## src/logic/frb_pkg.sv

```systemverilog
// Constants, types and register map of the motor control readback bank
// Notes on behaviour
// - Beta current: signed Q27 word, amps scale 10/8
// - Alpha voltage: signed Q27, scale 60/sqrt(3)
// - Beta voltage: signed Q27, scale 60/sqrt(3)
// - Flux-axis current: signed Q27, scale 10/8
// - Torque-axis current: signed Q27, scale 10/8
// - Two axis voltages as separate signed words
// - Align current reference: signed Q27, scale 10/8
// - Open-loop speed reference scaled by maximum speed
// - Open-loop current reference: signed Q27, 10/8
// - Closed-loop reference meaning follows control mode
// - Closed-loop flux current reference, signed Q27
// - Closed-loop torque current reference, signed Q27
// - Speed detection state: 16 bits, codes 0..6
// - Start speed: unsigned absolute Q27 word
// - Position detection state: 16 bits, codes 0..C
package frb_pkg;

  localparam int ADDR_W = 16;
  localparam int DATA_W = 32;
  localparam int IDX_W = 14;
  localparam int NUM_SLOTS = 16;
  localparam int SLOT_W = 4;
  localparam int STATE_W = 16;
  localparam int Q_FRAC_BITS = 27;

  // Register indices; the byte address is four times the index
  localparam logic [IDX_W-1:0] IDX_BETA_CURRENT = 14'h04de;
  localparam logic [IDX_W-1:0] IDX_ALPHA_VOLTAGE = 14'h04e0;
  localparam logic [IDX_W-1:0] IDX_BETA_VOLTAGE = 14'h04e2;
  localparam logic [IDX_W-1:0] IDX_D_CURRENT = 14'h04ec;
  localparam logic [IDX_W-1:0] IDX_Q_CURRENT = 14'h04ee;
  localparam logic [IDX_W-1:0] IDX_D_VOLTAGE = 14'h04f0;
  localparam logic [IDX_W-1:0] IDX_Q_VOLTAGE = 14'h04f2;
  localparam logic [IDX_W-1:0] IDX_ALIGN_CUR_REF = 14'h052a;
  localparam logic [IDX_W-1:0] IDX_OL_SPEED_REF = 14'h0540;
  localparam logic [IDX_W-1:0] IDX_OL_CUR_REF = 14'h0550;
  localparam logic [IDX_W-1:0] IDX_CL_MAIN_REF = 14'h05d2;
  localparam logic [IDX_W-1:0] IDX_CL_FLUX_REF = 14'h0612;
  localparam logic [IDX_W-1:0] IDX_CL_TORQUE_REF = 14'h0614;
  localparam logic [IDX_W-1:0] IDX_SPEED_DET_STATE = 14'h06ae;
  localparam logic [IDX_W-1:0] IDX_SPEED_DET_SPEED = 14'h06b8;
  localparam logic [IDX_W-1:0] IDX_POS_DET_STATE = 14'h06ea;
  localparam logic [IDX_W-1:0] IDX_IRQ_STATUS = 14'h0700;
  localparam logic [IDX_W-1:0] IDX_IRQ_MASK = 14'h0701;
  localparam logic [IDX_W-1:0] IDX_CTRL = 14'h0702;

  // Snapshot memory slots
  localparam logic [SLOT_W-1:0] SLOT_BETA_CURRENT = 4'h0;
  localparam logic [SLOT_W-1:0] SLOT_ALPHA_VOLTAGE = 4'h1;
  localparam logic [SLOT_W-1:0] SLOT_BETA_VOLTAGE = 4'h2;
  localparam logic [SLOT_W-1:0] SLOT_D_CURRENT = 4'h3;
  localparam logic [SLOT_W-1:0] SLOT_Q_CURRENT = 4'h4;
  localparam logic [SLOT_W-1:0] SLOT_D_VOLTAGE = 4'h5;
  localparam logic [SLOT_W-1:0] SLOT_Q_VOLTAGE = 4'h6;
  localparam logic [SLOT_W-1:0] SLOT_ALIGN_CUR_REF = 4'h7;
  localparam logic [SLOT_W-1:0] SLOT_OL_SPEED_REF = 4'h8;
  localparam logic [SLOT_W-1:0] SLOT_OL_CUR_REF = 4'h9;
  localparam logic [SLOT_W-1:0] SLOT_CL_MAIN_REF = 4'ha;
  localparam logic [SLOT_W-1:0] SLOT_CL_FLUX_REF = 4'hb;
  localparam logic [SLOT_W-1:0] SLOT_CL_TORQUE_REF = 4'hc;
  localparam logic [SLOT_W-1:0] SLOT_SPEED_DET_STATE = 4'hd;
  localparam logic [SLOT_W-1:0] SLOT_SPEED_DET_SPEED = 4'he;
  localparam logic [SLOT_W-1:0] SLOT_POS_DET_STATE = 4'hf;

  // Start speed detection state codes
  localparam logic [STATE_W-1:0] SPD_DET_INIT = 16'h0000;
  localparam logic [STATE_W-1:0] SPD_DET_STOP_CHECK = 16'h0001;
  localparam logic [STATE_W-1:0] SPD_DET_ESTIM_INIT = 16'h0002;
  localparam logic [STATE_W-1:0] SPD_DET_RUN_CHECK = 16'h0003;
  localparam logic [STATE_W-1:0] SPD_DET_DIR_CHECK = 16'h0004;
  localparam logic [STATE_W-1:0] SPD_DET_COMPLETE = 16'h0005;
  localparam logic [STATE_W-1:0] SPD_DET_FAULT = 16'h0006;

  // Rotor position detection state codes
  localparam logic [STATE_W-1:0] POS_DET_INIT = 16'h0000;
  localparam logic [STATE_W-1:0] POS_DET_VECTOR_CFG = 16'h0001;
  localparam logic [STATE_W-1:0] POS_DET_RUN = 16'h0002;
  localparam logic [STATE_W-1:0] POS_DET_RISE_CLOCK = 16'h0003;
  localparam logic [STATE_W-1:0] POS_DET_FALL_CLOCK = 16'h0004;
  localparam logic [STATE_W-1:0] POS_DET_DECAY_WAIT = 16'h0005;
  localparam logic [STATE_W-1:0] POS_DET_GET_TIMES = 16'h0006;
  localparam logic [STATE_W-1:0] POS_DET_NEXT_VECTOR = 16'h0007;
  localparam logic [STATE_W-1:0] POS_DET_CALC_SECTOR = 16'h0008;
  localparam logic [STATE_W-1:0] POS_DET_CALC_POSITION = 16'h0009;
  localparam logic [STATE_W-1:0] POS_DET_CALC_ANGLE = 16'h000a;
  localparam logic [STATE_W-1:0] POS_DET_COMPLETE = 16'h000b;
  localparam logic [STATE_W-1:0] POS_DET_FAULT = 16'h000c;

  // Interrupt status and mask bits
  localparam int EVT_W = 5;
  localparam int EVT_SNAPSHOT = 0;
  localparam int EVT_SPD_DONE = 1;
  localparam int EVT_SPD_FAULT = 2;
  localparam int EVT_POS_DONE = 3;
  localparam int EVT_POS_FAULT = 4;
  localparam int CTRL_FREEZE = 0;

  localparam logic [DATA_W-1:0] RESET_WORD = 32'h00000000;
  localparam logic [EVT_W-1:0] EVT_NONE = 5'h00;
  localparam logic [1:0] RESP_OKAY = 2'h0;
  localparam logic [1:0] RESP_SLVERR = 2'h2;

  // Read target selected at address decode
  localparam logic [2:0] SEL_SNAP = 3'h0;
  localparam logic [2:0] SEL_STATUS = 3'h1;
  localparam logic [2:0] SEL_MASK = 3'h2;
  localparam logic [2:0] SEL_CTRL = 3'h3;
  localparam logic [2:0] SEL_NONE = 3'h4;

  typedef enum logic [3:0] {
    FRB_RD_IDLE = 4'b0001,
    FRB_RD_MEM = 4'b0010,
    FRB_RD_LOAD = 4'b0100,
    FRB_RD_RESP = 4'b1000
  } frb_rd_t;

endpackage

```

## src/logic/frb_snap_mem.sv

```systemverilog
// Snapshot memory holding one coherent copy of all readback words
`timescale 1ns/10ps
module frb_snap_mem (
  input wire logic aclk, // System clock
  input wire logic aresetn, // Synchronous reset, active low
  input wire logic wr_en, // Capture all slots at once
  input wire logic [frb_pkg::NUM_SLOTS-1:0][frb_pkg::DATA_W-1:0] wr_words, // New words
  input wire logic rd_en, // Read one slot
  input wire logic [frb_pkg::SLOT_W-1:0] rd_slot, // Slot to read
  output logic [frb_pkg::DATA_W-1:0] rd_data // Registered read data
);
  import frb_pkg::*;

  typedef struct packed {
    logic [NUM_SLOTS-1:0][DATA_W-1:0] mem;
    logic [DATA_W-1:0] rd_data;
  } frb_mem_state_t;

  frb_mem_state_t r;
  frb_mem_state_t next_r;

  always_comb begin
    next_r = r;
    // Read sees the copy before a capture on the same edge
    if (rd_en) begin
      next_r.rd_data = r.mem[rd_slot];
    end
    for (int i = 0; i < NUM_SLOTS; i++) begin
      if (wr_en) begin
        next_r.mem[i] = wr_words[i];
      end
    end
  end

  always_ff @(posedge aclk) begin
    if (!aresetn) begin
      r <= '0;
    end else begin
      r <= next_r;
    end
  end

  assign rd_data = r.rd_data;

endmodule

```

## src/logic/frb_bank.sv

```systemverilog
// AXI4-Lite readback bank for the motor control algorithm variables
`timescale 1ns/10ps
module frb_bank (
  input wire logic aclk, // System clock, 100 MHz
  input wire logic aresetn, // Synchronous reset, active low
  input wire logic [frb_pkg::ADDR_W-1:0] s_axi_awaddr, // Write address
  input wire logic s_axi_awvalid, // Write address valid
  output logic s_axi_awready, // Write address ready
  input wire logic [frb_pkg::DATA_W-1:0] s_axi_wdata, // Write data
  input wire logic [3:0] s_axi_wstrb, // Write byte enables
  input wire logic s_axi_wvalid, // Write data valid
  output logic s_axi_wready, // Write data ready
  output logic [1:0] s_axi_bresp, // Write response
  output logic s_axi_bvalid, // Write response valid
  input wire logic s_axi_bready, // Write response ready
  input wire logic [frb_pkg::ADDR_W-1:0] s_axi_araddr, // Read address
  input wire logic s_axi_arvalid, // Read address valid
  output logic s_axi_arready, // Read address ready
  output logic [frb_pkg::DATA_W-1:0] s_axi_rdata, // Read data
  output logic [1:0] s_axi_rresp, // Read response
  output logic s_axi_rvalid, // Read data valid
  input wire logic s_axi_rready, // Read data ready
  input wire logic alg_update, // Algorithm finished one update
  input wire logic [31:0] alg_beta_current, // Beta-axis current
  input wire logic [31:0] alg_alpha_voltage, // Alpha-axis voltage
  input wire logic [31:0] alg_beta_voltage, // Beta-axis voltage
  input wire logic [31:0] alg_d_current, // Flux-axis current
  input wire logic [31:0] alg_q_current, // Torque-axis current
  input wire logic [31:0] alg_d_voltage, // Flux-axis voltage
  input wire logic [31:0] alg_q_voltage, // Torque-axis voltage
  input wire logic [31:0] alg_align_cur_ref, // Align current reference
  input wire logic [31:0] alg_ol_speed_ref, // Open-loop speed reference
  input wire logic [31:0] alg_ol_cur_ref, // Open-loop current reference
  input wire logic [31:0] alg_cl_main_ref, // Closed-loop main reference
  input wire logic [31:0] alg_cl_flux_ref, // Closed-loop flux reference
  input wire logic [31:0] alg_cl_torque_ref, // Closed-loop torque ref
  input wire logic [15:0] alg_speed_det_state, // Speed detection state
  input wire logic [31:0] alg_speed_det_speed, // Start speed, unsigned
  input wire logic [15:0] alg_pos_det_state, // Position detection state
  output logic irq // Level interrupt, high while enabled event pending
);
  import frb_pkg::*;

  typedef struct packed {
    logic aw_held;
    logic w_held;
    logic [IDX_W-1:0] aw_idx;
    logic [DATA_W-1:0] wdata;
    logic [3:0] wstrb;
    logic awready;
    logic wready;
    logic bvalid;
    logic [1:0] bresp;
    frb_rd_t rstate;
    logic arready;
    logic [2:0] ar_sel;
    logic [SLOT_W-1:0] ar_slot;
    logic rvalid;
    logic [DATA_W-1:0] rdata;
    logic [1:0] rresp;
    logic [EVT_W-1:0] status;
    logic [EVT_W-1:0] mask;
    logic freeze;
    logic [STATE_W-1:0] spd_prev;
    logic [STATE_W-1:0] pos_prev;
    logic irq;
  } frb_state_t;

  frb_state_t r;
  frb_state_t next_r;
  logic [NUM_SLOTS-1:0][DATA_W-1:0] snap_words;
  logic [DATA_W-1:0] mem_rd_data;
  logic capture;
  logic mem_rd_en;

  // Signed Q27 words pass untouched; the states are zero-extended
  assign snap_words[SLOT_BETA_CURRENT] = alg_beta_current;
  assign snap_words[SLOT_ALPHA_VOLTAGE] = alg_alpha_voltage;
  assign snap_words[SLOT_BETA_VOLTAGE] = alg_beta_voltage;
  assign snap_words[SLOT_D_CURRENT] = alg_d_current;
  assign snap_words[SLOT_Q_CURRENT] = alg_q_current;
  assign snap_words[SLOT_D_VOLTAGE] = alg_d_voltage;
  assign snap_words[SLOT_Q_VOLTAGE] = alg_q_voltage;
  assign snap_words[SLOT_ALIGN_CUR_REF] = alg_align_cur_ref;
  assign snap_words[SLOT_OL_SPEED_REF] = alg_ol_speed_ref;
  assign snap_words[SLOT_OL_CUR_REF] = alg_ol_cur_ref;
  assign snap_words[SLOT_CL_MAIN_REF] = alg_cl_main_ref;
  assign snap_words[SLOT_CL_FLUX_REF] = alg_cl_flux_ref;
  assign snap_words[SLOT_CL_TORQUE_REF] = alg_cl_torque_ref;
  assign snap_words[SLOT_SPEED_DET_STATE] =
    {16'h0000, alg_speed_det_state};
  assign snap_words[SLOT_SPEED_DET_SPEED] = alg_speed_det_speed;
  assign snap_words[SLOT_POS_DET_STATE] =
    {16'h0000, alg_pos_det_state};

  // Freeze lets software read several words from one update
  assign capture = alg_update && !r.freeze;
  assign mem_rd_en = (r.rstate == FRB_RD_MEM) && (r.ar_sel == SEL_SNAP);

  frb_snap_mem u_mem (
    .aclk(aclk),
    .aresetn(aresetn),
    .wr_en(capture),
    .wr_words(snap_words),
    .rd_en(mem_rd_en),
    .rd_slot(r.ar_slot),
    .rd_data(mem_rd_data)
  );

  always_comb begin
    logic [IDX_W-1:0] ridx;
    logic [2:0] sel;
    logic [SLOT_W-1:0] slot;
    logic [EVT_W-1:0] set_evt;
    logic [EVT_W-1:0] clr_evt;
    ridx = s_axi_araddr[ADDR_W-1:2];
    sel = SEL_SNAP;
    slot = SLOT_BETA_CURRENT;
    set_evt = EVT_NONE;
    clr_evt = EVT_NONE;
    next_r = r;

    // Read address decode
    if (ridx == IDX_BETA_CURRENT) begin
      slot = SLOT_BETA_CURRENT;
    end else if (ridx == IDX_ALPHA_VOLTAGE) begin
      slot = SLOT_ALPHA_VOLTAGE;
    end else if (ridx == IDX_BETA_VOLTAGE) begin
      slot = SLOT_BETA_VOLTAGE;
    end else if (ridx == IDX_D_CURRENT) begin
      slot = SLOT_D_CURRENT;
    end else if (ridx == IDX_Q_CURRENT) begin
      slot = SLOT_Q_CURRENT;
    end else if (ridx == IDX_D_VOLTAGE) begin
      slot = SLOT_D_VOLTAGE;
    end else if (ridx == IDX_Q_VOLTAGE) begin
      slot = SLOT_Q_VOLTAGE;
    end else if (ridx == IDX_ALIGN_CUR_REF) begin
      slot = SLOT_ALIGN_CUR_REF;
    end else if (ridx == IDX_OL_SPEED_REF) begin
      slot = SLOT_OL_SPEED_REF;
    end else if (ridx == IDX_OL_CUR_REF) begin
      slot = SLOT_OL_CUR_REF;
    end else if (ridx == IDX_CL_MAIN_REF) begin
      slot = SLOT_CL_MAIN_REF;
    end else if (ridx == IDX_CL_FLUX_REF) begin
      slot = SLOT_CL_FLUX_REF;
    end else if (ridx == IDX_CL_TORQUE_REF) begin
      slot = SLOT_CL_TORQUE_REF;
    end else if (ridx == IDX_SPEED_DET_STATE) begin
      slot = SLOT_SPEED_DET_STATE;
    end else if (ridx == IDX_SPEED_DET_SPEED) begin
      slot = SLOT_SPEED_DET_SPEED;
    end else if (ridx == IDX_POS_DET_STATE) begin
      slot = SLOT_POS_DET_STATE;
    end else if (ridx == IDX_IRQ_STATUS) begin
      sel = SEL_STATUS;
    end else if (ridx == IDX_IRQ_MASK) begin
      sel = SEL_MASK;
    end else if (ridx == IDX_CTRL) begin
      sel = SEL_CTRL;
    end else begin
      sel = SEL_NONE;
    end

    // Read channel
    case (r.rstate)
      FRB_RD_IDLE: begin
        if (s_axi_arvalid) begin
          next_r.ar_sel = sel;
          next_r.ar_slot = slot;
          next_r.rstate = FRB_RD_MEM;
        end
      end
      FRB_RD_MEM: begin
        next_r.rstate = FRB_RD_LOAD;
      end
      FRB_RD_LOAD: begin
        next_r.rresp = RESP_OKAY;
        if (r.ar_sel == SEL_SNAP) begin
          next_r.rdata = mem_rd_data;
        end else if (r.ar_sel == SEL_STATUS) begin
          next_r.rdata = {27'h0000000, r.status};
        end else if (r.ar_sel == SEL_MASK) begin
          next_r.rdata = {27'h0000000, r.mask};
        end else if (r.ar_sel == SEL_CTRL) begin
          next_r.rdata = {31'h00000000, r.freeze};
        end else begin
          next_r.rdata = RESET_WORD;
          next_r.rresp = RESP_SLVERR;
        end
        next_r.rvalid = 1'b1;
        next_r.rstate = FRB_RD_RESP;
      end
      FRB_RD_RESP: begin
        if (s_axi_rready) begin
          next_r.rvalid = 1'b0;
          next_r.rstate = FRB_RD_IDLE;
        end
      end
      default: begin
        next_r.rstate = FRB_RD_IDLE;
      end
    endcase
    next_r.arready = (next_r.rstate == FRB_RD_IDLE);

    // Write channel: address and data taken in either order
    if (s_axi_awvalid && r.awready) begin
      next_r.aw_held = 1'b1;
      next_r.aw_idx = s_axi_awaddr[ADDR_W-1:2];
    end
    if (s_axi_wvalid && r.wready) begin
      next_r.w_held = 1'b1;
      next_r.wdata = s_axi_wdata;
      next_r.wstrb = s_axi_wstrb;
    end
    if (r.aw_held && r.w_held && !r.bvalid) begin
      next_r.aw_held = 1'b0;
      next_r.w_held = 1'b0;
      next_r.bvalid = 1'b1;
      next_r.bresp = RESP_OKAY;
      // Only byte 0 carries writable bits; readback words refuse writes
      if (r.aw_idx == IDX_IRQ_STATUS) begin
        if (r.wstrb[0]) begin
          clr_evt = r.wdata[EVT_W-1:0];
        end
      end else if (r.aw_idx == IDX_IRQ_MASK) begin
        if (r.wstrb[0]) begin
          next_r.mask = r.wdata[EVT_W-1:0];
        end
      end else if (r.aw_idx == IDX_CTRL) begin
        if (r.wstrb[0]) begin
          next_r.freeze = r.wdata[CTRL_FREEZE];
        end
      end else begin
        next_r.bresp = RESP_SLVERR;
      end
    end
    if (r.bvalid && s_axi_bready) begin
      next_r.bvalid = 1'b0;
    end
    next_r.awready = !next_r.aw_held && !next_r.bvalid;
    next_r.wready = !next_r.w_held && !next_r.bvalid;

    // Events: snapshot on every capture, the rest on entry to a finishing state of either sequence
    if (capture) begin
      set_evt[EVT_SNAPSHOT] = 1'b1;
      set_evt[EVT_SPD_DONE] = (alg_speed_det_state == SPD_DET_COMPLETE) &&
        (r.spd_prev != SPD_DET_COMPLETE);
      set_evt[EVT_SPD_FAULT] = (alg_speed_det_state == SPD_DET_FAULT) &&
        (r.spd_prev != SPD_DET_FAULT);
      set_evt[EVT_POS_DONE] = (alg_pos_det_state == POS_DET_COMPLETE) &&
        (r.pos_prev != POS_DET_COMPLETE);
      set_evt[EVT_POS_FAULT] = (alg_pos_det_state == POS_DET_FAULT) &&
        (r.pos_prev != POS_DET_FAULT);
      next_r.spd_prev = alg_speed_det_state;
      next_r.pos_prev = alg_pos_det_state;
    end
    // A new event beats a clear in the same cycle
    next_r.status = (r.status & ~clr_evt) | set_evt;
    next_r.irq = |(next_r.status & next_r.mask);
  end

  always_ff @(posedge aclk) begin
    if (!aresetn) begin
      r <= '0;
      r.rstate <= FRB_RD_IDLE;
      r.spd_prev <= SPD_DET_INIT;
      r.pos_prev <= POS_DET_INIT;
    end else begin
      r <= next_r;
    end
  end

  assign s_axi_awready = r.awready;
  assign s_axi_wready = r.wready;
  assign s_axi_bvalid = r.bvalid;
  assign s_axi_bresp = r.bresp;
  assign s_axi_arready = r.arready;
  assign s_axi_rvalid = r.rvalid;
  assign s_axi_rdata = r.rdata;
  assign s_axi_rresp = r.rresp;
  assign irq = r.irq;

  // Helper copy of the last captured snapshot, read only by checks
  logic [NUM_SLOTS-1:0][DATA_W-1:0] chk_copy;
  always_ff @(posedge aclk) begin
    if (!aresetn) begin
      chk_copy <= '0;
    end else if (capture) begin
      chk_copy <= snap_words;
    end
  end
endmodule

```

## config.mk

```make
export PLATFORM = sky130hd
export DESIGN_NAME = frb_bank
export DESIGN_NICKNAME = d
export VERILOG_FILES = /design/src/logic/frb_pkg.sv /design/src/logic/frb_snap_mem.sv /design/src/logic/frb_bank.sv
export SDC_FILE = /design/constraint.sdc
export NUM_CORES = 1
export LEC_CHECK = 0
export BUFFER_PORTS_ARGS = -buffer_cell sky130_fd_sc_hd__buf_2
export CORE_AREA = 5 5 227 229
export CTS_CLUSTER_SIZE = 8
export DETAILED_ROUTE_END_ITERATION = 8
export DIE_AREA = 0 0 232 234
export GPL_ROUTABILITY_DRIVEN = 1
export PLACE_DENSITY = 0.77
export SYNTH_ARGS = -nofsm -noshare
export SYNTH_HDL_FRONTEND = slang
export SYNTH_SLANG_ARGS = --single-unit
```

## constraint.sdc

```tcl
create_clock -name aclk -period 6.2 [get_ports aclk]
set_clock_uncertainty 0.05 [all_clocks]
set_input_delay 1.24 -clock aclk [delete_from_list [all_inputs] [get_ports aclk]]
set_output_delay 1.24 -clock aclk [all_outputs]
set_load 0.02 [all_outputs]
```

======== Yosys cells after proc, flatten, opt, wreduce, memory -nomap -nowiden ========
Cells that the tools add are included.
word-level totals
  flip-flop bits (word level) ............. 598
  bits of input ports ..................... 556
  logic and storage cells ................. 176
cells by class
  order comparisons ....................... 1
  eq/ne operators ......................... 39
  muxes and demuxes ....................... 69
  bitwise gates (word level) .............. 6
  reductions and logical operators ........ 24
operators with widths
  kind                    count
  $eq A14 B11 Y1 const B  22
  $bmux W32 S4            1
  $mux W4                 18
  $mux W32                2
  $mux W3                 20
  $mux W5                 8
  $eq A16 B3 Y1 const B   2
  $eq A16 B4 Y1 const B   2
  $ne A16 B3 Y1 const B   2
  $ne A16 B4 Y1 const B   2
  $mux W2                 8
  $pmux W4 S4             1
  $logic_and A1 B1 Y1     13
  $mux W6                 2
  $and A5 B5 Y5           2
  $eq A4 B1 Y1 const B    2
  $mux W1                 8
  $eq A3 B2 Y1 const B    2
  $logic_not A1 Y1        5
  $lt A4 B5 Y1 const B    1
  $not A5 Y5              1
  $or A5 B5 Y5            1
  $reduce_and A5 Y1       1
  $reduce_or A5 Y1        1
  other kinds (10)        12

======== Depth between registers and ports, before layout ========
  depth in word-level cells ............... 20
  gate-level depth with buffers ........... 8
  depth with buffers taken out ............ 6

======== Modules after synthesis ========
A second synthesis with hierarchy kept.
second synthesis, totals
  cell total of the unflattened synthesis .. 3003
  area, all modules ....................... 29951.2 um2
by module, submodules not included
  module        times used  cells each  area each (um2)  sequential area each (um2)
  frb_snap_mem  1           2363        24720.0          10890.4
  frb_bank      1           640         5231.3           2322.2

======== Worst setup path after synthesis ========
No wires, ideal clock.
  path type ............................... input to register
  start point ............................. in s_axi_araddr[13] (netlist name)
  end point ............................... reg r[80] (netlist name)
  data arrival time ....................... 2.710 ns
  required time ........................... 6.083 ns
  path slack .............................. 3.373 ns
  stages .................................. 6
  cells stage by stage .................... nor4b_4 > and2b_4 > nand2_2 > or4_1 > a41o_1 > a21oi_2
between the ends
  cells in the longest elaborated chain, start to end .. 17
  elaborated cells on any way between the ends .. 32
  those cells by class .................... eq/ne: 16; mux: 16
ends and longest elaborated chain
  what                  RTL line         text
  start, declared       frb_bank.sv:16   input wire logic [frb_pkg::ADDR_W-1:0] s_axi_araddr,
  $eq A14 B11 Y1        frb_bank.sv:154  end else if (ridx == IDX_POS_DET_STATE) begin
  $mux W4               frb_bank.sv:154
  $mux W4               frb_bank.sv:152  end else if (ridx == IDX_SPEED_DET_SPEED) begin
  $mux W4               frb_bank.sv:150  end else if (ridx == IDX_SPEED_DET_STATE) begin
  $mux W4               frb_bank.sv:148  end else if (ridx == IDX_CL_TORQUE_REF) begin
  $mux W4               frb_bank.sv:146  end else if (ridx == IDX_CL_FLUX_REF) begin
  $mux W4               frb_bank.sv:144  end else if (ridx == IDX_CL_MAIN_REF) begin
  $mux W4               frb_bank.sv:142  end else if (ridx == IDX_OL_CUR_REF) begin
  $mux W4               frb_bank.sv:140  end else if (ridx == IDX_OL_SPEED_REF) begin
  $mux W4               frb_bank.sv:138  end else if (ridx == IDX_ALIGN_CUR_REF) begin
  $mux W4               frb_bank.sv:136  end else if (ridx == IDX_Q_VOLTAGE) begin
  $mux W4               frb_bank.sv:134  end else if (ridx == IDX_D_VOLTAGE) begin
  $mux W4               frb_bank.sv:132  end else if (ridx == IDX_Q_CURRENT) begin
  $mux W4               frb_bank.sv:130  end else if (ridx == IDX_D_CURRENT) begin
  $mux W4               frb_bank.sv:128  end else if (ridx == IDX_BETA_VOLTAGE) begin
  $mux W4               frb_bank.sv:126  end else if (ridx == IDX_ALPHA_VOLTAGE) begin
  $mux W4 (*)           frb_bank.sv:124  if (ridx == IDX_BETA_CURRENT) begin
  end signal, assigned  frb_bank.sv:271  r <= next_r;
  end, declared         frb_bank.sv:69   frb_state_t r;
Mark *: on every way between the ends. The rest lies on a longest branch, timed or not.
A chain may end at the register's enable or synchronous reset.

======== Worst setup path in the final report ========
  start point ............................. reg r[79] (netlist name)
  end point ............................... reg u_mem.r (netlist bit u_mem.rd_data[12])
between the ends
  cells in the longest elaborated chain, start to end .. 2
ends and longest elaborated chain
  what                            RTL line            text
  $bmux W32 S4                    frb_snap_mem.sv:26  next_r.rd_data = r.mem[rd_slot];
  $mux W32 (not written as such)  frb_snap_mem.sv:26
  end signal, assigned            frb_snap_mem.sv:39  r <= next_r;
  end, declared                   frb_snap_mem.sv:19  frb_mem_state_t r;
No other way between the ends. The select of a mux whose other input is x is not followed.

==> qor.txt <==
status - finished clean
die span in y - 234 um
CP endpoint kind - register
Post-CTS Setup Bufs - 0
I/O Pins - 598
largest family of logic cells by synthesized area - simple AND/OR/NAND/NOR gates
setup violators final - 0
vias in the first global route - 21,400
fmax - 0.320 GHz
FF+latch count, synth - 596
Syn Std Cell Area - 25,200 um^2
power per cell area - 296 nW/um^2
FF+latch area - 11,900 um^2
per-cell routed wire length - 20.5 um
latest clock arrival within the worst-skew pair - 0.62 ns
clk buf depth - 3
total CTS buffers - 84
Max Transition Viols Final - 0
overflow left after global routing - 0
GRT Total Usage - 29.2%
clk root buf - clkbuf_16
Placer Congestion - 0.917
largest net degree at the start of global routing - 159
maxcap violations - 0
Hold-fix buffers, CTS - 0
GR Util met2 - 45.6%
max_slew headroom - 25.3%
H-tree depth - 3
Initial Utilization - 50.9%
CP Launch Type - register
share of cells above drive strength 1 - 25.2%
area of the core - 49,500 um^2
TritonCTS Sinks - 596
Compound-Gate Fraction of Synth Area - 13.9%
setup ws final - 3.08 ns
Crit path required time - 6.60 ns
Detail Route Antenna Nets - 0
met1 Use GR - 37.7%
dpl hpwl - 58,800 um
Post-synth EDFFs - 0
first-pass GRT wire length - 122,000 um
CP Data Arrival Time - 3.52 ns
Starting DRT DRC Count - 2,099
multiplexer area fraction after synthesis - 13.4%
Crit Path Max Fanout - 42
initial antenna violation count - 54
gr busiest metal - met2
Via density - 5.59
post-synthesis async set-or-reset flop share - 0%
Hold Path Class - reg2reg
drt drc - 0
Multi-input gate area - 11,900 um^2
clock transition at the registers of the reported paths - 0.05 ns
Place WS - 2.79 ns
transition time of the tightest slew-check pin - 1.12 ns
Main synth FF type - dfxtp_1
area share of and/or/nand/nor cells after synthesis - 19.7%
Pleak - 0.0120 uW
Peak supply drop - 0.242 mV
adder-cell share of the synthesized area - 0%
met3 Use GR - 7.69%
# resized after CTS - 0
Setup TNS - 0 ns
die width - 232 um
final net count - 3,899
post-synthesis sequential area ratio - 47.4%
Final Hold Viols - 0
fillcell total - 4,447
largest area contributor in the netlist - dfxtp_1
PortBufs - 561
share of the synthesized area in the top cell type - 47.4%
synth unique cells - 70
Rows - 82
RSZ-0062 raised after global routing - false
Vias - 22,700
total wire length - 83,200 um
CTS tree - done
Ys Warns - 0
synth-to-layout area growth - 19.9%
die footprint - 54,300 um^2
XOR/XNOR share of the synthesized area - 0.0696%
router iterations before antenna repair - 5
crit share post-route - 50.4%
most frequent cells in the layout - nand2_1 (1,070), dfxtp_1 (592), buf_2 (561)
CP Class - reg2reg
Post-Syn Instances - 2,948
Final min period - 3.12 ns
synth top area cells - dfxtp_1 (47%), nand2_1 (16%), mux4_2 (12%)
most common cell after layout, fill and taps aside - nand2_1
synthesized area per cell - 8.54 um^2
[sequential cells by signal, indices dropped and copies added, names as in the netlist]
name / count
u_mem.rd_data: 32
u_mem.r: 464
s_axi_awready: 1
s_axi_arready: 1
s_axi_bvalid: 1
r: 60
s_axi_bresp: 1
s_axi_wready: 1
s_axi_rvalid: 1
irq: 1
s_axi_rdata: 32
s_axi_rresp: 1
[logic make-up after synthesis]
logic type                Yosys count
AOI/OAI and AO/OA                 646
xor gates and xnor gates            2
buffers and inverters             300
DFF                               596
muxes                             174
other                               1
and+or+nand+nor                  1229
[worst paths after layout]
check             slack (ns)          from           endpoint  cells after the start
setup reg to reg        3.08         r[79]  u_mem.rd_data[12]                      5
hold / removal          0.40  u_mem.r[247]       u_mem.r[247]                      2
setup / recovery        3.08         r[79]  u_mem.rd_data[12]                      5
hold reg to reg         0.40  u_mem.r[247]       u_mem.r[247]                      2
[per-layer routing]
metal	wire [um]	vias up
met3	6790	201
met5	130	-
met4	3990	20
li1	-	10800
met1	33600	10700
met2	38700	925
[stage by stage]
step / instance area, um^2 / utilization, % / instances / hold WS [ns] / power [uW]
final: 30200 / 61.0 / 4058 / 0.399 / 8940
after global routing: 30100 / 61.0 / 4048 / 0.416 / 9240
after CTS: 30100 / 60.8 / 4024 / 0.400 / 8990
after detailed placement: 27800 / 56.3 / 3929 / 0.393 / 4960
after global placement: 27800 / 56.3 / 3929 / 0.389 / 4940
after floorplan: 25200 / - / 2949 / 0.381 / 4610
[critical path, cell delays in order (launching register included)]
cell and delay (ns):
dfxtp_4 0.87, buf_4 0.59, mux4_2 0.71, mux4_2 0.49, nand2_1 0.08, a21oi_1 0.06
[report_power, final]
part,total [uW],switching [uW],internal (uW)
sequential,4130,105,4030
clock,4040,1590,2460
combinational,768,449,319
total,8940,2140,6800
[synth_stat cells (all sizes together), types with 17 or more instances]
master / number
a21oi: 541
a22oi: 33
buf: 74
clkbuf: 200
dfxtp: 596
inv: 23
mux2: 20
mux2i: 25
mux4: 129
nand2: 1071
nor2: 62
o221ai: 17
[cell type report]
cell class              count  share of cell area (%)
clock inverters             5                   0.182
flip-flops and latches    596                    39.6
well taps                 672                    2.79
repair buffers            584                    10.2
diodes                     34                   0.282
multi-input cells        2053                    39.4
clock buffers              90                    7.25
inverters                  24                   0.324
Note: power is estimated with default switching activity, not from simulation.
